`config.mk`:
```
export PLATFORM = sky130hd
export DESIGN_NAME = sram_host_ctrl
export DESIGN_NICKNAME = d
export VERILOG_FILES = /design/src/include/sram_host_pkg.sv /design/src/logic/sram_host_ctrl.sv /design/src/logic/sram_delay_count.sv
export SDC_FILE = /design/constraint.sdc
export NUM_CORES = 1
export LEC_CHECK = 0
export BUFFER_PORTS_ARGS = -buffer_cell sky130_fd_sc_hd__clkbuf_2
export CELL_PAD_IN_SITES_DETAIL_PLACEMENT = 0
export CELL_PAD_IN_SITES_GLOBAL_PLACEMENT = 2
export CORE_AREA = 2 2 73 103
export DETAILED_ROUTE_END_ITERATION = 8
export DIE_AREA = 0 0 75 105
export GPL_ROUTABILITY_DRIVEN = 0
export PLACE_DENSITY = 0.75
export SKIP_CTS_REPAIR_TIMING = 1
export SLEW_MARGIN = 20
export SYNTH_ARGS = -nofsm -noshare
export SYNTH_HDL_FRONTEND = slang
export SYNTH_HIERARCHICAL = 1
export SYNTH_SLANG_ARGS = --single-unit
```
`constraint.sdc`:
```
create_clock -name clk -period 3.8 [get_ports clk]
set_input_delay 0.76 -clock clk [delete_from_list [all_inputs] [get_ports clk]]
set_output_delay 0.76 -clock clk [all_outputs]
set_load 0.02 [all_outputs]
```
`src/include/sram_host_pkg.sv`:
```
// constants and carrier types for the 16k x 4 static memory host controller
package sram_host_pkg;
  localparam int ADDR_W = 14;
  localparam int DATA_W = 4;
  localparam int CLK_PERIOD_PS = 5000;
  // timing figures in nanoseconds, fastest grade
  localparam int READ_CYCLE_NS = 12;
  localparam int SELECT_ACCESS_DELAY_NS = 12;
  localparam int OUT_DRIVE_ACCESS_DELAY_NS = 10;
  localparam int SELECT_TO_WRITE_END_NS = 10;
  localparam int ADDR_TO_WRITE_END_NS = 12;
  localparam int ADDR_HOLD_AFTER_WRITE_NS = 0;
  localparam int WRITE_CYCLE_NS = 12;
  // least times round up to whole cycles, never below one
  function automatic int ns_to_cyc_min(input int ns);
    int c;
    c = (ns * 1000 + CLK_PERIOD_PS - 1) / CLK_PERIOD_PS;
    return (c < 1) ? 1 : c;
  endfunction
  localparam int READ_WAIT_CYC = ns_to_cyc_min(SELECT_ACCESS_DELAY_NS);
  localparam int WRITE_PULSE_CYC = ns_to_cyc_min(ADDR_TO_WRITE_END_NS);
  localparam int RECOVERY_CYC = ns_to_cyc_min(READ_CYCLE_NS);
  localparam int CNT_W = 4;
  localparam logic [CNT_W-1:0] CNT_ZERO = 4'h0;
  localparam logic [CNT_W-1:0] CNT_ONE = 4'h1;
  // pins driven to the memory
  typedef struct packed {
    logic [ADDR_W-1:0] addr;
    logic select_a_n;
    logic select_b_n;
    logic out_drive_n;
    logic write_n;
    logic [DATA_W-1:0] din;
  } mem_pins_t;
  // user request
  typedef struct packed {
    logic write;
    logic [ADDR_W-1:0] addr;
    logic [DATA_W-1:0] wdata;
  } mem_req_t;
  localparam mem_pins_t PINS_IDLE = '{addr: '0, select_a_n: 1'b1, select_b_n: 1'b1,
    out_drive_n: 1'b1, write_n: 1'b1, din: '0};
endpackage

```
`src/logic/sram_host_ctrl.sv`:
```
// host controller driving a 16k x 4 static memory with separate data pins
// Summary of operation
// - host holds both selects low at least 10 ns before write ends
// - host holds address 12 ns before write end, zero hold after
// - host keeps write strobe high throughout every read
// - host sets address no later than the later select falls
`timescale 1ns/1ps
module sram_host_ctrl (
  input wire logic clk, // 200 MHz system clock
  input wire logic resetn, // synchronous reset, active low
  input wire logic req_valid, // user request strobe
  input wire sram_host_pkg::mem_req_t req, // request fields
  output logic req_ready, // controller idle, may take a request
  output logic [sram_host_pkg::DATA_W-1:0] rdata, // read data
  output logic rdata_valid, // one-cycle pulse with read data
  output logic wr_done, // one-cycle pulse at write end
  input wire logic retention_req, // level: park memory for low supply
  input wire logic supply_ok, // level: supply back at full level
  output logic in_retention, // memory is parked
  output sram_host_pkg::mem_pins_t pins, // pins to the memory
  input wire logic [sram_host_pkg::DATA_W-1:0] mem_dout // memory data outputs
);
  typedef enum logic [5:0] {
    ST_IDLE = 6'h01,
    ST_READ = 6'h02,
    ST_WRITE = 6'h04,
    ST_WEND = 6'h08,
    ST_RET = 6'h10,
    ST_RECOVER = 6'h20
  } state_t;

  state_t state_q, state_d;
  sram_host_pkg::mem_pins_t pins_q, pins_d;
  logic [sram_host_pkg::DATA_W-1:0] rdata_q, rdata_d;
  logic rvalid_q, rvalid_d, wdone_q, wdone_d;
  logic [sram_host_pkg::DATA_W-1:0] dout_s1_q, dout_s2_q;
  logic ret_s1_q, ret_s2_q, sup_s1_q, sup_s2_q;
  logic cnt_load, cnt_done;
  logic [sram_host_pkg::CNT_W-1:0] cnt_value;

  // pins from the memory and outside levels cross via two flops
  always_ff @(posedge clk) begin
    if (!resetn) begin
      dout_s1_q <= '0;
      dout_s2_q <= '0;
      ret_s1_q <= 1'b0;
      ret_s2_q <= 1'b0;
      sup_s1_q <= 1'b0;
      sup_s2_q <= 1'b0;
    end else begin
      dout_s1_q <= mem_dout;
      dout_s2_q <= dout_s1_q;
      ret_s1_q <= retention_req;
      ret_s2_q <= ret_s1_q;
      sup_s1_q <= supply_ok;
      sup_s2_q <= sup_s1_q;
    end
  end

  sram_delay_count u_cnt (
    .clk(clk),
    .resetn(resetn),
    .load(cnt_load),
    .value(cnt_value),
    .done(cnt_done)
  );

  // sequencing of pin phases; every access starts from the idle pin set, holding the last access address except after reset or retention, which zero it
  always_comb begin
    state_d = state_q;
    pins_d = pins_q;
    rdata_d = rdata_q;
    rvalid_d = 1'b0;
    wdone_d = 1'b0;
    cnt_load = 1'b0;
    cnt_value = sram_host_pkg::CNT_ZERO;
    unique case (state_q)
      ST_IDLE: begin
        if (ret_s2_q) begin
          pins_d = sram_host_pkg::PINS_IDLE;
          state_d = ST_RET;
        end else if (req_valid) begin
          // address set in the same edge as both selects
          // address held until the access ends
          pins_d.addr = req.addr;
          pins_d.select_a_n = 1'b0;
          pins_d.select_b_n = 1'b0;
          pins_d.din = req.wdata;
          cnt_load = 1'b1;
          if (req.write) begin
            // selects and strobe low together start the write
            // output enable left high so outputs float on either variant
            pins_d.write_n = 1'b0;
            pins_d.out_drive_n = 1'b1;
            cnt_value = sram_host_pkg::CNT_W'(sram_host_pkg::WRITE_PULSE_CYC);
            state_d = ST_WRITE;
          end else begin
            // strobe stays high; output enable low to drive data
            pins_d.write_n = 1'b1;
            pins_d.out_drive_n = 1'b0;
            // two extra cycles for the input synchroniser
            cnt_value = sram_host_pkg::CNT_W'(sram_host_pkg::READ_WAIT_CYC + 2);
            state_d = ST_READ;
          end
        end
      end
      ST_READ: begin
        // wait past select access and output drive access delays
        if (cnt_done) begin
          rdata_d = dout_s2_q;
          rvalid_d = 1'b1;
          pins_d = sram_host_pkg::PINS_IDLE;
          pins_d.addr = pins_q.addr;
          state_d = ST_IDLE;
        end
      end
      ST_WRITE: begin
        // strobe and selects held at least 12 ns
        if (cnt_done) begin
          pins_d.write_n = 1'b1;
          state_d = ST_WEND;
        end
      end
      ST_WEND: begin
        // strobe ends first; data and address kept one more cycle
        pins_d = sram_host_pkg::PINS_IDLE;
        pins_d.addr = pins_q.addr;
        wdone_d = 1'b1;
        state_d = ST_IDLE;
      end
      ST_RET: begin
        if (!ret_s2_q && sup_s2_q) begin
          // wait a read cycle after supply returns
          cnt_load = 1'b1;
          cnt_value = sram_host_pkg::CNT_W'(sram_host_pkg::RECOVERY_CYC);
          state_d = ST_RECOVER;
        end
      end
      ST_RECOVER: begin
        if (cnt_done) begin
          state_d = ST_IDLE;
        end
      end
      default: begin
        state_d = ST_IDLE;
        pins_d = sram_host_pkg::PINS_IDLE;
      end
    endcase
  end

  // register stage; pins, read data and the two pulses come from these flops
  always_ff @(posedge clk) begin
    if (!resetn) begin
      state_q <= ST_IDLE;
      pins_q <= sram_host_pkg::PINS_IDLE;
      rdata_q <= '0;
      rvalid_q <= 1'b0;
      wdone_q <= 1'b0;
    end else begin
      state_q <= state_d;
      pins_q <= pins_d;
      rdata_q <= rdata_d;
      rvalid_q <= rvalid_d;
      wdone_q <= wdone_d;
    end
  end

  logic ready_q, ret_q;
  // ready and retention flags from flops
  always_ff @(posedge clk) begin
    if (!resetn) begin
      ready_q <= 1'b0;
      ret_q <= 1'b0;
    end else begin
      ready_q <= (state_d == ST_IDLE) && !ret_s2_q;
      ret_q <= (state_d == ST_RET);
    end
  end

  assign pins = pins_q;
  assign rdata = rdata_q;
  assign rdata_valid = rvalid_q;
  assign wr_done = wdone_q;
  assign req_ready = ready_q;
  assign in_retention = ret_q;
endmodule

```
`src/logic/sram_delay_count.sv`:
```
// down counter that measures access phases in clock cycles
`timescale 1ns/1ps
module sram_delay_count (
  input wire logic clk, // system clock
  input wire logic resetn, // synchronous reset, active low
  input wire logic load, // start a count
  input wire logic [sram_host_pkg::CNT_W-1:0] value, // cycles to count
  output logic done // count has reached zero and no load this cycle
);
  logic [sram_host_pkg::CNT_W-1:0] cnt_q, cnt_d;

  // next count
  always_comb begin
    cnt_d = cnt_q;
    if (load) begin
      cnt_d = value;
    end else if (cnt_q != sram_host_pkg::CNT_ZERO) begin
      cnt_d = cnt_q - sram_host_pkg::CNT_ONE;
    end
  end

  // register
  always_ff @(posedge clk) begin
    if (!resetn) begin
      cnt_q <= sram_host_pkg::CNT_ZERO;
    end else begin
      cnt_q <= cnt_d;
    end
  end

  assign done = (cnt_q == sram_host_pkg::CNT_ZERO) && !load;
endmodule

```
==> results.tsv <==
metric	value	unit
status	finished, final reports clean	
placed_area	2429	um2
dp_slack	0.6991	ns
synth_compound_area_share	11.62	%
diodes	0	
final.setup_skew	0.002690	ns
max_slew_margin	43.02	%
viasPerCell	4.583	
clock_path_buffers	2	
syn-cell-area	2100	um2
dp_hpwl	3381	um
hp-class	reg2reg	
clk_latency	0.30	ns
grt_overflow	0	
drtAntennaViolNets	0	
synth_warnings	6	
crit_start	state_q[1]	
num_rows	36	
grt_max_degree	29	
yosysUniqueCellTypes	46	
r2r_start	state_q[1]	
yosysSeqAreaShare	48.63	%
yosysMostFrequentCell	dfxtp_1	
track_usage	12.47	%
clock-sinks	51	
synthFlopType	dfxtp_1	
synth_nets	242	
power.density	535.5	nW/um2
start_util	30.46	%
die_h	105	um
synthCells	212	
htreeDepth	2	
antenna_found_initial	0	
root_buffer	clkbuf_8	
fin_crit	3.073	ns
area.growth.synth_to_final	19.96	%
timing.final.ws_setup	0.7268	ns
dieArea	7875	um2
crit_end	req_ready	
first_pass_iters	4	
critPathKind	reg2reg	
multi_input_area	969.7	um2
crit_required	4.01	ns
cts_buffers	5	
worst_r2r_endpoint	req_ready	
design.core.area	6892	um2
synth_seq_cells	51	
synthXorXnorAreaFrac	2.920	%
synthMuxAreaShare	4.827	%
drt_iter0_markers	65	
totalWireLength	4619	um
drc	0	
synth_top_area_share	48.63	%
worstPathMaxFanout	14	
critPathArrivalTime	3.29	ns
grt_pass1_wl	7514	um
cp_common_cell	nor4_1	
synth_common_cells	dfxtp_1 (51), nor2_1 (16), a22o_1 (14), and2_1 (14), nand2_1 (14)	
ios	58	
routed-via-count	1650	
critPathSlowestCell	or4_1	
hold_viol	0	
finalMaxSlewViolations	0	
endpoint_kind	flip-flop	
final_nets	294	
synth_fa_ha_area_share	1.192	%
fillers	719	
fin_crit_sh	80.87	%
path_clk_slew	0.09	ns
synth-edff-count	0	
hold_ws	0.4398	ns
path_cells	or4_1, or3b_2, nand2b_1, nand2_1, nor2b_1, nor4_1, nor4_1, o21ai_1, nor4b_1	
wire_per_inst	12.83	um
synth_top_family_by_area	simple AND/OR/NAND/NOR gates	
rsz0062_at_grt	false	
p_leak	1.116	nW
cap_violations	0	
finalInstanceArea	2519	um2
synthArstFlopShare	0	%
worst_ir_drop_vdd	0.2050	mV
r2r_slack	0.73	ns
drive_gt1_share	29.43	%
fin_setup_tns	0	ns
max_stage_delay	0.58	ns
layout.cells.non_filler	360	
fmax	0.3254	GHz
dp_cells	352	
yosys.area_share.simple	25.45	%
worst_pin_slew	0.8524	ns
portBuffers	57	
synth_area_per_cell	9.903	um2
yosys-top-cells-area	dfxtp_1 (49%), a22o_1 (5.8%), mux2i_1 (4.3%)	
setup_viol	0	
cp-start-kind	flip-flop	
yosysTopAreaCell	dfxtp_1	
ff2ff_path_depth	9	
cts_tree	done	
grt_pass1_vias	1606	
seqCellArea	1021	um2
die_w	75	um
==> critical path, delay by kind of cell (launching register included) <==
kind               cells  cell delay, ns
DFF                    1            0.48
and+or+nand+nor        8            2.33
AOI/OAI and AO/OA      1            0.19
==> worst min-delay path by stage <==
stage	start	endpoint	slack, ns	depth (start not counted)
after floorplan	dout_s1_q[0]	dout_s2_q[0]	0.41	1
after global placement	dout_s1_q[3]	dout_s2_q[3]	0.42	1
after detailed placement	dout_s1_q[3]	dout_s2_q[3]	0.42	1
after CTS	dout_s1_q[3]	dout_s2_q[3]	0.44	1
after global routing	ret_s1_q	ret_s2_q	0.46	1
final	dout_s1_q[1]	dout_s2_q[1]	0.44	1
==> layer usage <==
| layer | part of all wire (%) | vias up | track usage, % | wire length [um] |
|---|---|---|---|---|
| met5 | 0 | - | 0 | 0 |
| met3 | 4.9 | 6 | 2.797 | 225 |
| met4 | 2.1 | 0 | 5.995 | 96 |
| li1 | - | 842 | - | - |
| met1 | 42 | 754 | 14.07 | 1942 |
| met2 | 51 | 48 | 21.30 | 2354 |
==> cell type report <==
class / instances / share of cell area (%)
repair buffers: 59 / 11.92
clock inverters: 2 / 0.6955
well taps: 95 / 4.719
flip-flops and latches: 51 / 40.54
multi-input cells: 142 / 38.50
clock buffers: 6 / 2.881
inverters: 5 / 0.7452
==> through the flow <==
stage / util [%] / power (mW)
2_1_floorplan: - / 0.9377
3_3_place_gp: 35.24 / 1.052
3_5_place_dp: 35.24 / 1.053
4_1_cts: 36.55 / 1.375
5_1_grt: 36.55 / 1.437
6_report: 36.55 / 1.349
==> power by group <==
part	switching, mW	leakage, nW	internal (mW)
clock	0.181	0.0454	0.133
sequential	0.0474	0.418	0.591
combinational	0.217	0.653	0.180
total	0.445	1.12	0.904
==> layout by cell type, fill, tap and decap left out, drive strengths merged <==
cell type  netlist  final
buf             11      2
a211o            1      1
or3              1      1
or4b             3      3
clkbuf           3     63
dfxtp           51     51
and2            14     14
nand2           14     14
or3b             1      1
mux2             1      1
o31a             1      1
o21ai            7      7
or4              3      3
a21oi            4      4
o31ai            2      2
nor2            17     17
nand3            6      6
clkinv           0      2
xor2             1      1
and3             3      3
nor2b            4      4
conb             1      1
a2bb2oi          1      1
xnor2            6      6
nor4             7      7
nand2b           4      4
o211ai           1      1
ha               2      2
or2              1      1
a22o            14     14
a31oi            1      1
nor4b            4      4
inv              5      5
a21boi           1      1
nor3             6      6
nor3b            1      1
mux2i            9      9
==> flip-flops by register name, summed over array words and instances (netlist names) <==
signal,flops
ret_s1_q,1
ret_s2_q,1
wr_done,1
state_q,6
req_ready,1
dout_s2_q,4
u_cnt/cnt_q,4
sup_s2_q,1
sup_s1_q,1
pins,21
rdata_valid,1
dout_s1_q,4
rdata,4
in_retention,1
==> cells by family after synthesis <==
group | after synthesis
simple gates | 89
flops | 51
compound gates | 33
buf+inv | 19
mux | 10
xor+xnor | 7
fa+ha+maj | 2
other cells | 1
Note: power is estimated with default switching activity, not from simulation.
